$ cat src/clk_ctrl_pkg.sv
// Purpose: Constants for the system clock divider and oscillator control block
// Assumes: 8-bit CPU-side register port, 16-bit address, one clock mclk
// Notes:   Register addresses are the CPU data-space addresses
//
// Overview of operation
// [RL1] Slow 240 kHz oscillator runs; software may halt it only if option allows
// [RL2] Reset loads CPU divider and prescaler registers with 02H
// [RL3] CPU clock ratio from prescale bits and CPU divide bit; other codes prohibited
// [RL4] Peripheral clock is system clock /2 at 01H, /4 at 02H
// [RL5] Minimum instruction time equals two CPU clock periods
// [RL6] If stopping forbidden, ignore mode register, keep running, watchdog source fixed
// [RL7] Reset clears slow oscillator mode register to 00H
// [RL8] Mode bit 0: zero runs, one halts slow oscillator when allowed
// [RL9] Settle wait after STOP applies only with crystal or ceramic source
// [RL10] Settle select 00/01/10/11 gives 2^10, 2^12, 2^15, 2^17 cycles
// [RL11] Software writes settle select register with whole-byte accesses only
// [RL12] Bit and byte writes accepted for divider, prescaler and mode registers
// [RL13] Settle select register is not initialised by reset
// [RL14] Settle count starts only once oscillation has begun
// [RL15] Software programs settle time at least the resonator's expected time
// [RL16] Source and power-up wait come from option byte, not settle select
// [RL17] Option byte selects internal 8 MHz, crystal/ceramic or external clock
// [RL18] Ratio changes take effect on divided-clock boundary, no runt pulses

package clk_ctrl_pkg;

  localparam logic [15:0] ADDR_SLOW_OSC_MODE   = 16'hFF58;
  localparam logic [15:0] ADDR_PRESCALER_CTRL  = 16'hFFF3;
  localparam logic [15:0] ADDR_WAKE_SETTLE_SEL = 16'hFFF4;
  localparam logic [15:0] ADDR_CPU_DIVIDER     = 16'hFFFB;

  localparam logic [7:0] RST_SLOW_OSC_MODE  = 8'h00;
  localparam logic [7:0] RST_PRESCALER_CTRL = 8'h02;
  localparam logic [7:0] RST_CPU_DIVIDER    = 8'h02;

  localparam int CPU_DIV_BIT_POS     = 1;
  localparam int PRESCALE_LO_POS     = 0;
  localparam int PRESCALE_HI_POS     = 1;
  localparam int SLOW_OSC_HALT_POS   = 0;
  localparam int SETTLE_SEL_LO_POS   = 0;
  localparam int SETTLE_SEL_HI_POS   = 1;

  localparam logic [7:0] CPU_DIVIDER_MASK  = 8'h02;
  localparam logic [7:0] PRESCALER_MASK    = 8'h03;
  localparam logic [7:0] SLOW_OSC_MASK     = 8'h01;
  localparam logic [7:0] SETTLE_SEL_MASK   = 8'h03;

  // Settle exponents for select codes 00, 01, 10, 11
  localparam int SETTLE_EXP_0 = 10;
  localparam int SETTLE_EXP_1 = 12;
  localparam int SETTLE_EXP_2 = 15;
  localparam int SETTLE_EXP_3 = 17;
  localparam int SETTLE_CNT_W = 18;

  // Division exponents of system clock
  localparam logic [2:0] DIV_EXP_PRESC_01 = 3'h1;
  localparam logic [2:0] DIV_EXP_PRESC_10 = 3'h2;
  localparam int DIV_CNT_W = 4;

  // Option byte clock source encoding
  typedef enum logic [1:0] {
    SRC_INT_HS  = 2'h0,
    SRC_XTAL    = 2'h1,
    SRC_EXT_CLK = 2'h2
  } clk_src_e;

  // Nominal oscillator and instruction timing figures, for reference by users of this block
  localparam int SLOW_OSC_KHZ = 240;
  localparam int INT_HS_KHZ   = 8000;
  localparam int MIN_INSTR_CPU_CLKS = 2;

endpackage

$ cat src/clk_pulse_div.sv
// Purpose: Glitch-free power-of-two enable divider
// Assumes: Ratio exponent sampled only at the end of a divided period
// Notes:   Produces a one-cycle enable per divided period

`timescale 1ns/1ps

module clk_pulse_div #(
  parameter int EXP_W = 3,
  parameter int CNT_W = 4
) (
  input  wire logic             mclk,
  input  wire logic             reset,
  input  wire logic             clk_en,
  input  wire logic             run,
  input  wire logic [EXP_W-1:0] exp_req,
  output logic                  tick,
  output logic [EXP_W-1:0]      exp_cur
);

  logic [CNT_W-1:0] cnt_r;
  logic [CNT_W-1:0] cnt_nxt;
  logic [EXP_W-1:0] exp_r;
  logic [EXP_W-1:0] exp_nxt;
  logic             tick_r;
  logic             tick_nxt;
  logic [CNT_W-1:0] last;

  always_comb
  begin
    last     = CNT_W'((1 << exp_r) - 1);
    cnt_nxt  = cnt_r;
    exp_nxt  = exp_r;
    tick_nxt = 1'b0;
    if (run)
    begin
      if (cnt_r >= last)
      begin
        // New ratio only at a period boundary so no short period escapes
        cnt_nxt  = '0; // RL18
        exp_nxt  = exp_req; // RL18
        tick_nxt = 1'b1;
      end
      else
      begin
        cnt_nxt = cnt_r + CNT_W'(1);
      end
    end
  end

  always_ff @(posedge mclk or posedge reset)
  begin
    if (reset)
    begin
      cnt_r  <= '0;
      exp_r  <= '0;
      tick_r <= 1'b0;
    end
    else if (clk_en)
    begin
      cnt_r  <= cnt_nxt;
      exp_r  <= exp_nxt;
      tick_r <= tick_nxt;
    end
  end

  assign tick    = tick_r;
  assign exp_cur = exp_r;

endmodule

$ cat src/clk_ctrl.sv
// Purpose: System clock divider, slow oscillator control, wake settle timer
// Assumes: CPU register port is one 8-bit access per cycle, bit writes as mask
// Notes:   Divided clocks are delivered as one-cycle enables on mclk

`timescale 1ns/1ps

module clk_ctrl (
  input  wire logic        mclk,
  input  wire logic        reset,
  input  wire logic        clk_en,
  input  wire logic [15:0] reg_addr,
  input  wire logic        reg_wr,
  input  wire logic        reg_bit_wr,
  input  wire logic [7:0]  reg_wmask,
  input  wire logic [7:0]  reg_wdata,
  input  wire logic        reg_rd,
  output logic [7:0]       reg_rdata,
  input  wire logic [1:0]  opt_clk_src,
  input  wire logic        opt_slow_stoppable,
  input  wire logic        stop_release,
  input  wire logic        osc_started,
  output logic             slow_osc_run,
  output logic             watchdog_src_fixed,
  output logic             cpu_clk_en,
  output logic             periph_clk_en,
  output logic [2:0]       cpu_div_exp,
  output logic             div_setting_bad,
  output logic             settle_busy,
  output logic             settle_done
);

  //////////////////////////////////////////////////////////////////////////////
  // Registers

  logic [7:0] cpu_div_r;
  logic [7:0] cpu_div_nxt;
  logic [7:0] presc_r;
  logic [7:0] presc_nxt;
  logic [7:0] slow_mode_r;
  logic [7:0] slow_mode_nxt;
  logic [7:0] settle_sel_r;
  logic [7:0] settle_sel_nxt;
  logic [7:0] rdata_r;
  logic [7:0] rdata_nxt;
  logic [7:0] wr_val;

  function automatic logic [7:0] merge(input logic [7:0] old, input logic [7:0] val,
                                       input logic [7:0] msk, input logic bitw);
    merge = bitw ? ((old & ~msk) | (val & msk)) : val;
  endfunction

  always_comb
  begin
    wr_val         = reg_wdata;
    cpu_div_nxt    = cpu_div_r;
    presc_nxt      = presc_r;
    slow_mode_nxt  = slow_mode_r;
    settle_sel_nxt = settle_sel_r;
    rdata_nxt      = rdata_r;
    if (reg_wr)
    begin
      unique case (reg_addr)
        clk_ctrl_pkg::ADDR_CPU_DIVIDER:
          cpu_div_nxt = merge(cpu_div_r, wr_val, reg_wmask, reg_bit_wr)
                        & clk_ctrl_pkg::CPU_DIVIDER_MASK; // RL12
        clk_ctrl_pkg::ADDR_PRESCALER_CTRL:
          presc_nxt = merge(presc_r, wr_val, reg_wmask, reg_bit_wr)
                      & clk_ctrl_pkg::PRESCALER_MASK; // RL12
        clk_ctrl_pkg::ADDR_SLOW_OSC_MODE:
          slow_mode_nxt = merge(slow_mode_r, wr_val, reg_wmask, reg_bit_wr)
                          & clk_ctrl_pkg::SLOW_OSC_MASK; // RL12
        // Bit writes here are a software fault; the whole byte is taken regardless
        clk_ctrl_pkg::ADDR_WAKE_SETTLE_SEL:
          settle_sel_nxt = wr_val & clk_ctrl_pkg::SETTLE_SEL_MASK; // RL11
        default:
          settle_sel_nxt = settle_sel_r;
      endcase
    end
    if (reg_rd)
    begin
      unique case (reg_addr)
        clk_ctrl_pkg::ADDR_CPU_DIVIDER:     rdata_nxt = cpu_div_r;
        clk_ctrl_pkg::ADDR_PRESCALER_CTRL:  rdata_nxt = presc_r;
        clk_ctrl_pkg::ADDR_SLOW_OSC_MODE:   rdata_nxt = slow_mode_r;
        clk_ctrl_pkg::ADDR_WAKE_SETTLE_SEL: rdata_nxt = settle_sel_r;
        default:                            rdata_nxt = 8'h00;
      endcase
    end
  end

  always_ff @(posedge mclk or posedge reset)
  begin
    if (reset)
    begin
      cpu_div_r   <= clk_ctrl_pkg::RST_CPU_DIVIDER; // RL2
      presc_r     <= clk_ctrl_pkg::RST_PRESCALER_CTRL; // RL2
      slow_mode_r <= clk_ctrl_pkg::RST_SLOW_OSC_MODE; // RL7
      rdata_r     <= 8'h00;
    end
    else if (clk_en)
    begin
      cpu_div_r   <= cpu_div_nxt;
      presc_r     <= presc_nxt;
      slow_mode_r <= slow_mode_nxt;
      rdata_r     <= rdata_nxt;
    end
  end

  // Left out of reset on purpose; reads back whatever power-up leaves
  always_ff @(posedge mclk)
  begin
    if (clk_en)
    begin
      settle_sel_r <= settle_sel_nxt; // RL13
    end
  end

  assign reg_rdata = rdata_r;

  //////////////////////////////////////////////////////////////////////////////
  // Slow oscillator control

  assign slow_osc_run = !(opt_slow_stoppable
                          && slow_mode_r[clk_ctrl_pkg::SLOW_OSC_HALT_POS]); // RL1 RL6 RL8
  assign watchdog_src_fixed = !opt_slow_stoppable; // RL6

  //////////////////////////////////////////////////////////////////////////////
  // Divider selection

  logic [2:0] code;
  logic [2:0] presc_exp;
  logic [2:0] cpu_exp;

  assign code = {presc_r[clk_ctrl_pkg::PRESCALE_HI_POS],
                 presc_r[clk_ctrl_pkg::PRESCALE_LO_POS],
                 cpu_div_r[clk_ctrl_pkg::CPU_DIV_BIT_POS]};

  always_comb
  begin
    presc_exp       = 3'h0;
    cpu_exp         = 3'h0;
    div_setting_bad = 1'b0;
    unique case (code)
      3'h0: cpu_exp = 3'h0; // RL3
      3'h2: cpu_exp = 3'h1; // RL3
      3'h1: cpu_exp = 3'h2; // RL3
      3'h4: cpu_exp = 3'h2; // RL3
      3'h3: cpu_exp = 3'h3; // RL3
      3'h5: cpu_exp = 3'h4; // RL3
      // Prohibited codes hold the slowest ratio as a safe fallback
      default:
      begin
        cpu_exp         = 3'h4;
        div_setting_bad = 1'b1; // RL3
      end
    endcase
    unique case (presc_r[1:0])
      2'h1:    presc_exp = clk_ctrl_pkg::DIV_EXP_PRESC_01; // RL4
      2'h2:    presc_exp = clk_ctrl_pkg::DIV_EXP_PRESC_10; // RL4
      default: presc_exp = 3'h0;
    endcase
  end

  // Instruction timing in the core uses two of these enables minimum
  clk_pulse_div #(
    .EXP_W (3),
    .CNT_W (clk_ctrl_pkg::DIV_CNT_W)
  ) u_cpu_div (
    .mclk    (mclk),
    .reset   (reset),
    .clk_en  (clk_en),
    .run     (!settle_busy),
    .exp_req (cpu_exp),
    .tick    (cpu_clk_en), // RL5 RL18
    .exp_cur (cpu_div_exp)
  );

  clk_pulse_div #(
    .EXP_W (3),
    .CNT_W (clk_ctrl_pkg::DIV_CNT_W)
  ) u_periph_div (
    .mclk    (mclk),
    .reset   (reset),
    .clk_en  (clk_en),
    .run     (!settle_busy),
    .exp_req (presc_exp),
    .tick    (periph_clk_en), // RL4 RL18
    .exp_cur ()
  );

  //////////////////////////////////////////////////////////////////////////////
  // Wake settle timer after STOP release

  typedef enum logic [2:0] {
    ST_IDLE  = 3'b001,
    ST_START = 3'b010,
    ST_COUNT = 3'b100
  } settle_e;

  settle_e                              st_r;
  settle_e                              st_nxt;
  logic [clk_ctrl_pkg::SETTLE_CNT_W-1:0] cnt_r;
  logic [clk_ctrl_pkg::SETTLE_CNT_W-1:0] cnt_nxt;
  logic [clk_ctrl_pkg::SETTLE_CNT_W-1:0] target;
  logic                                 done_r;
  logic                                 done_nxt;
  logic [clk_ctrl_pkg::SETTLE_CNT_W-1:0] tgt_r;
  logic [clk_ctrl_pkg::SETTLE_CNT_W-1:0] tgt_nxt;

  always_comb
  begin
    unique case (settle_sel_r[1:0]) // RL10
      2'h0:    target = clk_ctrl_pkg::SETTLE_CNT_W'(1 << clk_ctrl_pkg::SETTLE_EXP_0);
      2'h1:    target = clk_ctrl_pkg::SETTLE_CNT_W'(1 << clk_ctrl_pkg::SETTLE_EXP_1);
      2'h2:    target = clk_ctrl_pkg::SETTLE_CNT_W'(1 << clk_ctrl_pkg::SETTLE_EXP_2);
      default: target = clk_ctrl_pkg::SETTLE_CNT_W'(1 << clk_ctrl_pkg::SETTLE_EXP_3);
    endcase
  end

  always_comb
  begin
    st_nxt   = st_r;
    cnt_nxt  = cnt_r;
    done_nxt = 1'b0;
    tgt_nxt  = tgt_r;
    unique case (st_r)
      ST_IDLE:
        // Power-up wait is the option byte's business, so reset never arms this
        if (stop_release) // RL16
        begin
          if (opt_clk_src == clk_ctrl_pkg::SRC_XTAL) // RL9 RL17
          begin
            st_nxt  = ST_START;
            // Latched so a select write during the wait cannot cut it short
            tgt_nxt = target; // RL10
          end
          else
          begin
            done_nxt = 1'b1; // RL9
          end
        end
      ST_START:
        if (osc_started) // RL14
        begin
          st_nxt  = ST_COUNT;
          cnt_nxt = clk_ctrl_pkg::SETTLE_CNT_W'(1);
        end
      ST_COUNT:
        if (cnt_r >= tgt_r) // RL10
        begin
          st_nxt   = ST_IDLE;
          cnt_nxt  = '0;
          done_nxt = 1'b1;
        end
        else
        begin
          cnt_nxt = cnt_r + clk_ctrl_pkg::SETTLE_CNT_W'(1);
        end
      default:
        st_nxt = ST_IDLE;
    endcase
  end

  always_ff @(posedge mclk or posedge reset)
  begin
    if (reset)
    begin
      st_r   <= ST_IDLE;
      cnt_r  <= '0;
      done_r <= 1'b0;
      tgt_r  <= '0;
    end
    else if (clk_en)
    begin
      st_r   <= st_nxt;
      cnt_r  <= cnt_nxt;
      done_r <= done_nxt;
      tgt_r  <= tgt_nxt;
    end
  end

  assign settle_busy = (st_r != ST_IDLE);
  assign settle_done = done_r;

endmodule

$ cat config.mk
export PLATFORM = sky130hd
export DESIGN_NAME = clk_ctrl
export DESIGN_NICKNAME = d
export VERILOG_FILES = /design/src/clk_ctrl_pkg.sv /design/src/clk_pulse_div.sv /design/src/clk_ctrl.sv
export SDC_FILE = /design/constraint.sdc
export NUM_CORES = 1
export LEC_CHECK = 0
export BUFFER_PORTS_ARGS = -buffer_cell sky130_fd_sc_hd__clkbuf_2
export CORE_MARGIN = 8
export CORE_UTILIZATION = 55
export DETAILED_ROUTE_END_ITERATION = 8
export GPL_ROUTABILITY_DRIVEN = 0
export HOLD_SLACK_MARGIN = 0.03
export PLACE_DENSITY = 0.88
export SLEW_MARGIN = 20
export SYNTH_ARGS = -nofsm -noshare
export SYNTH_HDL_FRONTEND = slang
export SYNTH_SLANG_ARGS = --single-unit
$ cat constraint.sdc
create_clock -name mclk -period 3.1 [get_ports mclk]
set_input_delay 0.155 -clock mclk [delete_from_list [all_inputs] [get_ports mclk]]
set_output_delay 0.155 -clock mclk [all_outputs]
set_load 0.03 [all_outputs]
; ---- Yosys cells after proc, flatten, opt, wreduce, memory -nomap -nowiden
; Index checks and enable logic that the tools add are counted.
[word_totals]
input_bits = 43
out_inout_bits = 18
wordCells = 101
regBits = 70
[classes]
n_bitwise = 9
n_reduce_logical = 19
muxes = 26
magnitude_cmp = 3
addsub = 5
shifts = 2
eq_ne = 22
[ops]
columns = op, n
row1 = $eq 16x16->1 const B, 4
row2 = $pmux 18 s3, 1
row3 = $mux 18, 2
row4 = $pmux 18 s2, 1
row5 = $reduce_and 3->1, 7
row6 = $add 18x1->18 const B, 1
row7 = $ge 18x18->1, 1
row8 = $mux 3, 4
row9 = $pmux 3 s4, 1
row10 = $eq 3x2->1 const B, 3
row11 = $eq 3x3->1 const B, 3
row12 = $mux 1, 9
row13 = $pmux 3 s3, 1
row14 = $add 4x1->4 const B, 2
row15 = $ge 4x4->1, 2
row16 = $mux 4, 2
row17 = $ne 2x2->1 const B, 4
row18 = $pmux 2 s4, 1
row19 = $shl 1x3->4 const A, 2
row20 = $sub 4x2->4 const B, 2
row21 = $and 2x2->2, 3
row22 = $eq 2x1->1 const B, 3
row23 = $eq 3x1->1 const B, 2
row24 = $reduce_or 6->1, 1
row25 = other kinds (19), 24

; ---- Depth between registers and ports, before layout
; Gate-level depths: netlist of the first run.
[depth]
depth_word = 5
mapped_depth = 9
mapped_depth_nobuf = 9

; ---- Hierarchy
; From an unflattened synthesis of the first run, not the netlist that was laid out.
[unflattened]
cells_unflattened = 343
hier_area_um2 = 3205.6
[by_module_without_submodules]
columns = module, seq_area_each_um2, area_each_um2, cells_each, n_inst
row1 = clk_ctrl, 864.6, 2252.2, 247, 1
row2 = clk_pulse_div, 200.2, 476.7, 48, 2

; ---- Worst setup path before layout of the first run
; Ideal clock, no wire load.
[synth_path]
path_kind = register -> register
from = register u_cpu_div.exp_r[0] (netlist: u_cpu_div.exp_cur[0])
to = register u_cpu_div.cnt_r[0]
n_path_buf = 0
period_less_slack_ps = 2581
slack_ps = 519
setup_ps = 83
arrival_ps = 2498
path_stages_with_launch = 8
t_required_ps = 3017
cell_sequence = dfrtp_1 > or3_1 > ha_1 > ha_1 > a2111oi_2 > nor3_1 > or3_1 > o21ai_0
[synth_via]
elab_chain_len = 4
[synth_rtl]
columns = item, line
row1 = "start, declared", clk_pulse_div.sv:22  ; logic [EXP_W-1:0] exp_r;
row2 = "start signal, assigned", clk_pulse_div.sv:61  ; exp_r <= exp_nxt;
row3 = $shl 1x3->4, clk_pulse_div.sv:30  ; last = CNT_W'((1 << exp_r) - 1);
row4 = $sub 4x2->4, clk_pulse_div.sv:30
row5 = $ge 4x4->1, clk_pulse_div.sv:36  ; if (cnt_r >= last)
row6 = $mux 4, clk_pulse_div.sv:36
row7 = "end signal, assigned", clk_pulse_div.sv:60  ; cnt_r <= cnt_nxt;
row8 = "end, declared", clk_pulse_div.sv:20  ; logic [CNT_W-1:0] cnt_r;
; No other way between the ends.
; A chain may end at the register's enable or synchronous reset.

; ---- Worst setup path in the final report of the first run
; Ends and elaborated chain as after synthesis.

==> summary.md, run 1 <==
| Metric | Value |
|---|---|
| Gr usage total | `16.60%` |
| Post-Synthesis Cells | `around 330` |
| EDFF count, synth | `2` |
| Top Family by Delay on Critical Path | `simple AND/OR/NAND/NOR gates` |
| Routed WL | `6688 µm` |
| Post-CTS sizing | `0` |
| Worst path cell trace | `or3_1 > ha_1 > ha_1 > a2111oi_2 > nor3_1 > or3_1 > o21ai_0` |
| DR iter-0 viols | `109` |
| Total die area | `0.008232 mm²` |
| Critical Path End Type | `flop` |
| Max stage delay on crit path | `470 ps` |
| Largest net degree at the start of global routing | `48` |
| Slew Viols, Final | `0` |
| Fin crit share | `83.20%` |
| Antenna violations before repair | `0` |
| Least-Margin Pin Slew | `948.7 ps` |
| RR Endpoint | `u_cpu_div.cnt_r[0]$_DFFE_PP0P_` |
| Storage cell area | `0.001240 mm²` |
| Reg2Reg Depth | `7` |
| Share of the synthesized area in the top cell type | `between 30% and 40%` |
| Leak | `roughly 1.5 nW` |
| Worst flop-to-flop path startpoint | `u_cpu_div.exp_cur[0]$_DFFE_PP0P_` |
| Crit path depth | `7` |
| Placeable Area | `0.005439 mm²` |
| Die Ht | `90.73 µm` |
| Fill cell count | `452` |
| Via density | `5.842` |
| Crit path to | `u_cpu_div.cnt_r[0]$_DFFE_PP0P_` |
| Seq/Total Area, Yosys | `between 40% and 50%` |
| Worst Path Buf+Inv | `0` |
| PortBufs | `42` |
| Buffer depth of the longest clock path | `2` |
| ANT cells | `0` |
| Power Dens Cells | `566.3 mW/mm²` |
| WL met2 | `3476 µm` |
| Layout cell share with drive strength beyond 1 | `22.64%` |
| Vias in the first global route | `~2600` |
| Reg clk slew, reported paths | `~90 ps` |
| Post-Syn Area per Cell | `approximately 9.4 µm²` |
| Met3 wire length | `approximately 370 µm` |
| WL/cell | `15.10 µm` |
| Gr ovfl total | `0` |
| Synth area leader | `dfrtp_1` |
| Launch point of the critical path | `u_cpu_div.exp_cur[0]$_DFFE_PP0P_` |
| Post-route ant nets | `0` |
| Mapped cell area | `about 0.003 mm²` |
| Seq cells post-synth | `49` |
| Nets@finish | `430` |
| First-pass GRT wire length | `11550 µm` |
| Data arrival, critical path | `2810 ps` |
| Final Power | `0.001922 W` |
| Number of distinct library cells after synthesis | `a little over 60` |
| Hold_buf cts | `0` |
| Die width | `a little over 90 µm` |
| CTS root buffer | `clkbuf_8` |
| Multi-input gate area | `~0.0017 mm²` |
| Min-Delay Path Class | `in2async` |
| # clock sinks | `49` |
| Async set-or-reset flop fraction in the synthesized netlist | `95.92%` |
| Row count | `27` |
| Critical Path RT | `roughly 3300 ps` |
| Status | `finished clean` |
| Fmax | `between 300 and 400 MHz` |
| Max Cap Viol | `0` |
| CP Max Fanout | `5` |
| Setup Viol. Count Final | `0` |
| Setup TNS Final | `0 ps` |
| CTS tree | `yes` |
| Area delta synth->final | `10.47%` |
| RSZ-0062 raised after global routing | `false` |
| CTS H-Tree Depth | `2` |
| Dpl hpwl | `approximately 5000 µm` |
| VDD IR max | `0.0003673 V` |
| Final WS setup | `520.8 ps` |
| Slowest cell on the critical path | `a2111oi_2` |
| Top Ports | `61` |
| Crit Path Class | `reg2reg` |
| DRT met1 WL | `around 2800 µm` |
| Yosys warnings | `0` |
| Worst rel slew slack | `between 30% and 40%` |
| Count of final hold-check violations | `0` |
| Layout Utilization | `62.39%` |
| Clock Latency Late Sink | `a little over 300 ps` |
| R2R Setup Slk | `520 ps` |
| Final min period | `2579 ps` |
| Place WS | `511.9 ps` |
| Min Hold Slack | `46.02 ps` |
| Largest cells by area after synthesis | `dfrtp_1 36%, ha_1 6.9%, nand2_1 4.4%` |
| CP startpoint kind | `flop` |
| First drt pass iteration count | `6` |
| DRC errors left | `0` |
| Top sig layer | `met4` |
| Clk_skew | `5.346 ps` |
| Cts bufs inserted | `5` |
| Synth Flop Type | `dfrtp_1` |
| DR vias | `2588` |
| Setup Fix Bufs, Post-CTS | `0` |
| Initial core utilization | `roughly 56%` |
through the flow:
stage | instance area, µm² | cells
after floorplan | 3090 | 332
after global placement | 3311 | 435
after detailed placement | 3311 | 435
after CTS | 3393 | 443
after global routing | 3393 | 443
final | 3393 | 443
how the worst min path moves through the flow:
stage          cells after the start                         end  slack [ps]
6_report                           2  u_cpu_div.tick$_DFFE_PP0P_          50
5_1_grt                            1   settle_sel_r[1]$_DFFE_PP_          50
4_1_cts                            1   settle_sel_r[1]$_DFFE_PP_          50
3_5_place_dp                       1   settle_sel_r[1]$_DFFE_PP_         380
3_3_place_gp                       1   settle_sel_r[0]$_DFFE_PP_         380
2_1_floorplan                      0   settle_sel_r[0]$_DFFE_PP_         250
worst register-to-register path: cells and delay by family (launching register included):
kind	cells	cell delay, ps
flip-flops	1	420
AND/OR/NAND/NOR	3	970
AO/OA/AOI/OAI	2	540
adder cells (fa/ha/maj)	2	580
per-layer routing:
layer  track usage, %  vias up
li1                 -     1266
met1            18.12     1256
met2            30.09       57
met3            4.738        9
met4            5.132        0
met5                0        -
cells by family (layout without fill, tap and decap cells):
| logic type | Yosys count | in the layout | share of synthesized area, % |
|---|---|---|---|
| other | 2 | 7 | 0.2445 |
| AO/OA/AOI/OAI | 70 | 70 | 15.80 |
| XOR/XNOR | 6 | 6 | 1.711 |
| flip-flops | 49 | 49 | 40.37 |
| AND/OR/NAND/NOR | 137 | 137 | 24.97 |
| buffers and inverters | 34 | 73 | 5.783 |
| multiplexers | 12 | 12 | 4.196 |
| adder cells (fa/ha/maj) | 17 | 17 | 6.925 |
sequential cells by signal, indices dropped and copies added (netlist names), named ones only:
signal and flops:
cnt_r 18, tgt_r 4, u_cpu_div.cnt_r 4, u_periph_div.cnt_r 4
st_r 3, u_cpu_div.exp_cur 3, reg_rdata 2, settle_sel_r 2
u_periph_div.exp_cur 2, settle_done 1, u_cpu_div.tick 1, u_periph_div.tick 1
power breakdown:
part / switching [W] / internal [W] / total, W / leakage (nW)
combinational: 0.000378 / 0.000255 / 0.000633 / 0.853
clock: 0.000211 / 0.000157 / 0.000367 / 0.0450
sequential: 0.000149 / 0.000772 / 0.000921 / 0.618
total: 0.000737 / 0.00118 / 0.00192 / 1.52
synthesized netlist by cell type, types with 4 or more instances:
library cell and instances:
a21oi_2 5, mux2_2 7, o21ai_1 6, or2_2 4, nand3b_1 5, nor3_1 12
mux2i_1 5, clkbuf_1 4, nor4_1 10, a22oi_1 4, ha_1 17, nand4_1 8
buf_4 6, nor2_1 13, dfrtp_1 44, inv_1 20, nand2_1 36, o21ai_0 14
nand3_1 12, a31oi_1 6, or3_1 6, a21oi_1 10, nand2b_1 9
cell usage in the layout (no fill, tap or decap), types with 6 or more instances in the layout:
cell,Yosys,routed
mux2_2,7,7
nor4_1,10,10
o21ai_0,14,14
conb_1,2,7
ha_1,17,17
nand2_1,36,36
clkbuf_2,0,42
dfrtp_1,44,44
nand2b_1,9,9
nand3_1,12,12
a31oi_1,6,6
inv_1,20,19
nor3_1,12,12
a21oi_1,10,10
o21ai_1,6,6
nor2_1,13,13
or3_1,6,6
nand4_1,8,8
final cells by class:
class                      instances  area share, %
tap                               72          2.655
sequential                        49          36.54
timing repair buffer              45          6.858
clock inverter                     2         0.2950
clock buffer                       6          2.139
inverter                          20          2.212
multi-input combinational        249          49.30
(Power assumes the default switching activity.)
==> run 2: changes to the inputs <==
--- a/config.mk
+++ b/config.mk
@@ -7,11 +7,11 @@
 export LEC_CHECK = 0
 export BUFFER_PORTS_ARGS = -buffer_cell sky130_fd_sc_hd__clkbuf_2
 export CORE_MARGIN = 8
-export CORE_UTILIZATION = 55
+export CORE_UTILIZATION = 50
 export DETAILED_ROUTE_END_ITERATION = 8
 export GPL_ROUTABILITY_DRIVEN = 0
 export HOLD_SLACK_MARGIN = 0.03
-export PLACE_DENSITY = 0.88
+export PLACE_DENSITY = 0.84
 export SLEW_MARGIN = 20
 export SYNTH_ARGS = -nofsm -noshare
 export SYNTH_HDL_FRONTEND = slang
==> constraint.sdc (replaced) <==
create_clock -name mclk -period 2.2 [get_ports mclk]
set_input_delay 0.11 -clock mclk [delete_from_list [all_inputs] [get_ports mclk]]
set_output_delay 0.11 -clock mclk [all_outputs]
set_load 0.03 [all_outputs]
==> run 2 against run 1 <==
  * The run now ends with negative setup slack left
  * Via count up 1.6%
  * Critical path depth unchanged
  * Die area up 8.2%
  * First-iteration DRC count up 15%
  * Sequential power up 42%
  * Worst setup slack worse by 630 ps
  * Worst hold slack better by 87 ps
  * Clock power up 43%
  * Register-to-register slack worse by 630 ps
  * Highest routed layer unchanged
==> summary.md, run 2 (same netlist as run 1, synthesis figures left out) <==
| Metric | Value |
|---|---|
| Min-Delay Path Class | `in2reg (was in2async)` |
| Leak | `1.632 nW (was 1.515 nW)` |
| Critical Path RT | `2390 ps (was 3330 ps)` |
| Most frequent cells in the layout | `42 x dfrtp_1, 42 x clkbuf_2, 35 x nand2_1 (was 44 x dfrtp_1, 42 x clkbuf_2, 36 x nand2_1)` |
| CP Max Fanout | `4 (was 5)` |
| Routed WL | `7278 µm (was 6688 µm)` |
| Largest Register | `cnt_r (unchanged)` |
| Row count | `28 (was 27)` |
| Final WS setup | `-108.6 ps (was 520.8 ps)` |
| Top Ports | `61 (unchanged)` |
| DR iter-0 viols | `125 (was 109)` |
| Fmax | `433.2 MHz (was 387.7 MHz)` |
| Max Cap Viol | `0 (unchanged)` |
| DR vias | `2629 (was 2588)` |
| Antenna violations before repair | `0 (unchanged)` |
| # clock sinks | `49 (unchanged)` |
| First drt pass iteration count | `4 (was 6)` |
| Via density | `5.666 (was 5.842)` |
| Fill cell count | `468 (was 452)` |
| Largest register FFs | `18 (unchanged)` |
| Final min period | `2309 ps (was 2579 ps)` |
| PortBufs | `42 (unchanged)` |
| Nets@finish | `448 (was 430)` |
| Initial core utilization | `51.88% (was 56.48%)` |
| Count of final hold-check violations | `0 (unchanged)` |
| Gr usage total | `17.18% (was 16.60%)` |
| Die Ht | `94.38 µm (was 90.73 µm)` |
| Crit Path Class | `reg2reg (unchanged)` |
| Post-route ant nets | `0 (unchanged)` |
| Dpl hpwl | `5538 µm (was 5124 µm)` |
| Gr ovfl total | `0 (unchanged)` |
| Max stage delay on crit path | `410 ps (was 470 ps)` |
| Die width | `94.38 µm (was 90.73 µm)` |
| Non-filler cells, final | `464 (was 443)` |
| CTS tree | `yes (unchanged)` |
| Status | `finished with violations (was finished clean)` |
| ANT cells | `0 (unchanged)` |
| Worst path cell trace | `or3_4 > ha_1 > nand2b_4 > a2111oi_4 > buf_4 > nor4_4 > mux2_4 (was or3_1 > ha_1 > ha_1 > a2111oi_2 > nor3_1 > or3_1 > o21ai_0)` |
| CTS root buffer | `clkbuf_8 (unchanged)` |
| Place WS | `-144.9 ps (was 511.9 ps)` |
| Data arrival, critical path | `2500 ps (was 2810 ps)` |
| Post-Place Cells | `452 (was 435)` |
| First-pass GRT wire length | `12370 µm (was 11550 µm)` |
| Storage cell area | `0.001242 mm² (was 0.001240 mm²)` |
| Multi-input gate area | `0.001827 mm² (was 0.001673 mm²)` |
| CP startpoint kind | `flop (unchanged)` |
| Setup Viol. Count Final | `5 (was 0)` |
| Clock Latency Late Sink | `300 ps (was 310 ps)` |
| Least-Margin Pin Slew | `503.9 ps (was 948.7 ps)` |
| Fin crit share | `104.9% (was 83.20%)` |
| Layout cell share with drive strength beyond 1 | `29.05% (was 22.64%)` |
| Cts bufs inserted | `5 (unchanged)` |
| Clk_skew | `5.673 ps (was 5.346 ps)` |
| Area delta synth->final | `20.29% (was 10.47%)` |
| Critical Path End Type | `flop (unchanged)` |
| Reg clk slew, reported paths | `90 ps (about the same)` |
| RSZ-0062 raised after global routing | `true (was false)` |
| DRC errors left | `0 (unchanged)` |
| Slew Viols, Final | `0 (unchanged)` |
| Largest net degree at the start of global routing | `21 (was 48)` |
| Placeable Area | `0.005921 mm² (was 0.005439 mm²)` |
| VDD IR max | `0.0005087 V (was 0.0003673 V)` |
| Vias in the first global route | `2712 (was 2629)` |
| Buffer depth of the longest clock path | `2 (unchanged)` |
| Power Dens Cells | `786.0 mW/mm² (was 566.3 mW/mm²)` |
| Failing checks | `negative setup slack` |
| Slowest cell on the critical path | `dfrtp_2 (was a2111oi_2)` |
| CTS H-Tree Depth | `2 (unchanged)` |
| Worst rel slew slack | `66.10% (was 36.66%)` |
| WL/cell | `15.69 µm (was 15.10 µm)` |
| Total die area | `0.008908 mm² (was 0.008232 mm²)` |
| Final Power | `0.002904 W (was 0.001922 W)` |
-- run 2: changes by cell type in the layout (fill, tap and decap cells not counted), moves of 3 or more --
cell | previous run | this run
nor3_1 | 12 | 9
o21ai_1 | 6 | 9
buf_4 | 3 | 18
dlygate4sd3_1 | 0 | 3
ha_1 | 17 | 14
o21ai_0 | 14 | 11
ha_4 | 0 | 3
-- run 2: stage by stage --
step | util (%) | hold WS (ps) | TNS, ps | instance area, µm²
floorplan | - | 208.9 | -486.8 | 3148
global placement | 58.73 | 104.7 | -255.0 | 3477
detailed placement | 58.73 | 118.7 | -500.9 | 3477
CTS | 61.41 | 124.9 | -511.6 | 3636
global route | 62.40 | 136.3 | -730.1 | 3695
finish | 62.40 | 133.3 | -399.2 | 3695
-- run 2: area by class of cell --
class / count / area share (%)
Sequential cell: 49 / 33.63
Timing Repair Buffer: 63 / 10.16
Tap cell: 75 / 2.540
Multi-Input combinational cell: 249 / 49.44
Clock buffer: 5 / 1.863
Clock inverter: 3 / 0.3386
Inverter: 20 / 2.032
-- run 2: repair_timing --
item,in CTS,in global routing
hold buffers,3,0
pin swaps,6,3
setup endpoints to repair,6,14
gates resized for setup,8,9
setup buffers,1,2
hold endpoints to repair,18,0
-- run 2: routing by layer --
metal	up-vias	routed length [µm]	track usage, %	share of wire [%]
met4	0	118	4.888	1.6
met5	-	0	0	0
met2	57	3778	29.43	52
met1	1256	3101	20.47	43
met3	13	281	4.841	3.9
li1	1303	-	-	-
-- run 2: worst paths after layout --
| path | start | end | slack (ps) | cells after the start |
|---|---|---|---|---|
| setup / recovery | u_cpu_div.exp_cur[1]$_DFFE_PP0P_ | u_cpu_div.exp_cur[0]$_DFFE_PP0P_ | -110 | 7 |
| hold / removal | reg_rd | reg_rdata[1]$_DFFE_PP0P_ | 130 | 3 |
| setup reg to reg | u_cpu_div.exp_cur[1]$_DFFE_PP0P_ | u_cpu_div.exp_cur[0]$_DFFE_PP0P_ | -110 | 7 |
| hold reg to reg | reg_rdata[1]$_DFFE_PP0P_ | reg_rdata[1]$_DFFE_PP0P_ | 490 | 2 |
| max in group asynchronous | reset | st_r[0]$_DFFE_PP1P_ | 1220 | 4 |
| min in group asynchronous | reset | u_periph_div.exp_cur[0]$_DFFE_PP0P_ | 330 | 3 |
-- run 2: where the power goes --
part | switching, W | internal (W)
Sequential | 0.000223 | 0.00109
Combinational | 0.000589 | 0.000478
Clock | 0.000310 | 0.000215
-- run 2: critical path, delay by kind of cell (launching register included) --
family	cells	cell delay [ps]
AO/OA/AOI/OAI	1	400
adder cells (fa/ha/maj)	1	290
buffers and inverters	1	180
flip-flops	1	410
multiplexers	1	310
AND/OR/NAND/NOR	3	610
==> run 3: changes to the inputs <==
--- a/config.mk
+++ b/config.mk
@@ -15,4 +15,5 @@
 export SLEW_MARGIN = 20
 export SYNTH_ARGS = -nofsm -noshare
 export SYNTH_HDL_FRONTEND = slang
+export SYNTH_HIERARCHICAL = 1
 export SYNTH_SLANG_ARGS = --single-unit
==> run 3 against run 2 <==
  * The flow still finishes with violations (negative setup slack)
  * Worst hold slack better by 21 ps
  * Die area is 3.6% higher
  * First-iteration DRC count up 1.6%
  * Sequential power barely moved
  * Worst setup slack improved by 60 ps
  * Register-to-register slack improved by 60 ps
  * Synthesized cell count is 4.9% higher
  * Final cell count rose by 5.0%
  * Critical endpoint is now u_periph_div/exp_cur[0]$_DFFE_PP0P_
  * Largest cell class unchanged
==> summary.md, run 3 <==
| Metric | Value |
|---|---|
| Final min period | `2248 ps (was 2309 ps)` |
| ANT cells | `0 (unchanged)` |
| Number of distinct library cells after synthesis | `65 (was 62)` |
| Gr usage total | `17.11% (was 17.18%)` |
| Min-Delay Path Class | `in2reg (unchanged)` |
| Vias in the first global route | `2771 (was 2712)` |
| Power Dens Cells | `812.9 mW/mm² (was 786.0 mW/mm²)` |
| Via density | `5.756 (was 5.666)` |
| Clk_skew | `4.466 ps (was 5.673 ps)` |
| Seq cells post-synth | `50 (was 49)` |
| Dpl hpwl | `5754 µm (was 5538 µm)` |
| Leak | `1.727 nW (was 1.632 nW)` |
| Clock Latency Late Sink | `300 ps (about the same)` |
| Critical Path End Type | `flop (unchanged)` |
| Status | `finished with violations (unchanged)` |
| Async set-or-reset flop fraction in the synthesized netlist | `96.00% (was 95.92%)` |
| Most frequent cells in the layout | `43 x dfrtp_1, 42 x clkbuf_2, 40 x nand2_1 (was 42 x dfrtp_1, 42 x clkbuf_2, 35 x nand2_1)` |
| CP startpoint kind | `flop (unchanged)` |
| EDFF count, synth | `2 (unchanged)` |
| Least-Margin Pin Slew | `493.9 ps (was 503.9 ps)` |
| CTS root buffer | `clkbuf_8 (unchanged)` |
| Worst rel slew slack | `66.80% (was 66.10%)` |
| RSZ-0062 raised after global routing | `true (unchanged)` |
| Layout cell share with drive strength beyond 1 | `29.02% (was 29.05%)` |
| Final WS setup | `-48.19 ps (was -108.6 ps)` |
| Placeable Area | `0.006277 mm² (was 0.005921 mm²)` |
| Seq/Total Area, Yosys | `39.46% (was 40.37%)` |
| Setup TNS Final | `-200.1 ps (was -399.2 ps)` |
| Fin crit share | `102.2% (was 104.9%)` |
| Mapped cell area | `0.003206 mm² (was 0.003072 mm²)` |
| Total die area | `0.009229 mm² (was 0.008908 mm²)` |
| PortBufs | `42 (unchanged)` |
| Top sig layer | `met4 (unchanged)` |
| Row count | `29 (was 28)` |
| WL met2 | `3843 µm (was 3778 µm)` |
| Place WS | `-81.39 ps (was -144.9 ps)` |
| Most frequent cell after synthesis | `dfrtp_1 (unchanged)` |
| Post-route ant nets | `0 (unchanged)` |
| First drt pass iteration count | `4 (unchanged)` |
| Nets@finish | `470 (was 448)` |
| WL/cell | `15.62 µm (was 15.69 µm)` |
| Gr ovfl total | `0 (unchanged)` |
| CTS tree | `yes (unchanged)` |
| Routed WL | `7606 µm (was 7278 µm)` |
| Failing checks | `negative setup slack (unchanged)` |
| Crit Path Class | `reg2reg (unchanged)` |
| Commonest non-fill, non-tap cell in the layout | `dfrtp_1` |
| VDD IR max | `0.0006273 V (was 0.0005087 V)` |
| Antenna violations before repair | `0 (unchanged)` |
| Share of the synthesized area in the top cell type | `35.13% (was 35.85%)` |
| Synth area leader | `dfrtp_1 (unchanged)` |
| Final Power | `0.003139 W (was 0.002904 W)` |
| Die Ht | `96.07 µm (was 94.38 µm)` |
| # clock sinks | `50 (was 49)` |
| Top Ports | `61 (unchanged)` |
| DRT met1 WL | `3219 µm (was 3101 µm)` |
| Die width | `96.07 µm (was 94.38 µm)` |
| Largest Register | `cnt_r (unchanged)` |
| Area delta synth->final | `20.45% (was 20.29%)` |
| Buffer depth of the longest clock path | `2 (unchanged)` |
| Largest register FFs | `18 (unchanged)` |
| Data arrival, critical path | `2450 ps (was 2500 ps)` |
| Largest net degree at the start of global routing | `33 (was 21)` |
| Synth Flop Type | `dfrtp_1 (unchanged)` |
| Yosys warnings | `6 (was 0)` |
| Fmax | `444.8 MHz (was 433.2 MHz)` |
| Met3 wire length | `440 µm (was 281 µm)` |
| CTS H-Tree Depth | `2 (unchanged)` |
| Post-Synthesis Cells | `343 (was 327)` |
| Post-Syn Area per Cell | `9.346 µm² (was 9.394 µm²)` |
| Count of final hold-check violations | `0 (unchanged)` |
| DR vias | `2803 (was 2629)` |
| Synth top cells by count | `45 x dfrtp_1, 40 x nand2_1, 26 x inv_1 (was 44 x dfrtp_1, 36 x nand2_1, 20 x inv_1)` |
| Setup Viol. Count Final | `6 (was 5)` |
| Initial core utilization | `51.07% (was 51.88%)` |
| Largest cells by area after synthesis | `dfrtp_1 35%, ha_1 7.0%, nand2_1 4.7% (was dfrtp_1 36%, ha_1 6.9%, nand2_1 4.4%)` |
| Critical Path RT | `2400 ps (was 2390 ps)` |
| Cts bufs inserted | `5 (unchanged)` |
| DR iter-0 viols | `127 (was 125)` |
| CP Max Fanout | `4 (unchanged)` |
| Reg clk slew, reported paths | `90 ps (about the same)` |
| DRC errors left | `0 (unchanged)` |
| Slew Viols, Final | `0 (unchanged)` |
| First-pass GRT wire length | `12660 µm (was 12370 µm)` |
| Max Cap Viol | `0 (unchanged)` |
-- run 3: changes by cell type after synthesis, moves of 4 or more --
cell / previous run / this run
inv_1: 20 / 26
o22ai_1: 0 / 5
nor4_1: 10 / 3
a21oi_2: 5 / 1
nand3_1: 12 / 18
nand2_1: 36 / 40
mux2i_1: 5 / 1
mux2_1: 0 / 6
nand4_1: 8 / 15
o211ai_2: 0 / 6
or3_1: 6 / 2
-- run 3: worst paths after layout --
check | startpoint | end | slack, ps | cells after the start
hold reg to reg | reg_rdata[0]$_DFFE_PP0P_ | reg_rdata[0]$_DFFE_PP0P_ | 510 | 2
hold / removal | clk_en | u_cpu_div/tick$_DFFE_PP0P_ | 150 | 2
setup reg to reg | u_periph_div/exp_cur[1]$_DFFE_PP0P_ | u_periph_div/exp_cur[0]$_DFFE_PP0P_ | -50 | 8
setup / recovery | u_periph_div/exp_cur[1]$_DFFE_PP0P_ | u_periph_div/exp_cur[0]$_DFFE_PP0P_ | -50 | 8
min in group asynchronous | reset | u_cpu_div/cnt_r[2]$_DFFE_PP0P_ | 310 | 3
max in group asynchronous | reset | async pin | 1420 | 4
-- run 3: layout make-up --
type | instances | area, µm²
fillers | 518 | 2416
multi-input cells | 260 | 1864
flip-flops and latches | 50 | 1267
repair buffers | 66 | 397.9
clock buffers | 7 | 107.6
inverters | 26 | 97.59
well taps | 77 | 96.34
clock inverters | 1 | 30.03
-- run 3: kinds of logic (layout without fill, tap and decap cells) --
family / Yosys count / count (layout) / share of synthesized area, %
AOI/OAI and AO/OA: 63 / 63 / 14.17
xor gates and xnor gates: 5 / 5 / 1.366
adders and majority gates: 18 / 18 / 7.026
buffers and inverters: 39 / 100 / 6.050
DFF: 50 / 50 / 39.46
muxes: 13 / 13 / 4.527
other: 1 / 7 / 0.1170
and+or+nand+nor: 154 / 154 / 27.28
-- run 3: timing repair --
item / in CTS / in global routing
resized for setup: 7 / 8
setup endpoints to repair: 10 / 25
pin swaps: 8 / 5
hold endpoints to repair: 47 / 0
buffers inserted: 2 / 0
hold buffers: 3 / 0
-- run 3: per-stage QoR --
step / utilization [%] / hold slack (ps) / instance area [µm²] / std cells
finish: 61.51 / 154.5 / 3861 / 487
global placement: 57.35 / 70.37 / 3600 / 474
global route: 61.51 / 189.7 / 3861 / 487
floorplan: - / -74.48 / 3247 / 349
detailed placement: 57.35 / 75.68 / 3600 / 474
CTS: 61.07 / 148.9 / 3834 / 487
-- run 3: critical path, cell delays in order, from the launching register on --
cell      delay, ps
dfrtp_1         390
or3_4           410
ha_4            160
xor2_1          140
ha_1            280
o211ai_1         90
o21ai_2         210
nand3_4         140
mux2_4          320
-- run 3: per-layer routing --
| metal | up-vias | global-route usage [%] |
|---|---|---|
| met5 | - | 0 |
| met4 | 0 | 6.530 |
| met3 | 12 | 3.276 |
| met2 | 71 | 30.42 |
| met1 | 1357 | 19.79 |
| li1 | 1363 | - |
-- run 3: report_power, final --
part | switching [W] | total [W] | internal, W
logic | 0.000601 | 0.00111 | 0.000505
clock network | 0.000317 | 0.000757 | 0.000440
registers | 0.000191 | 0.00128 | 0.00109
total | 0.00111 | 0.00314 | 0.00203
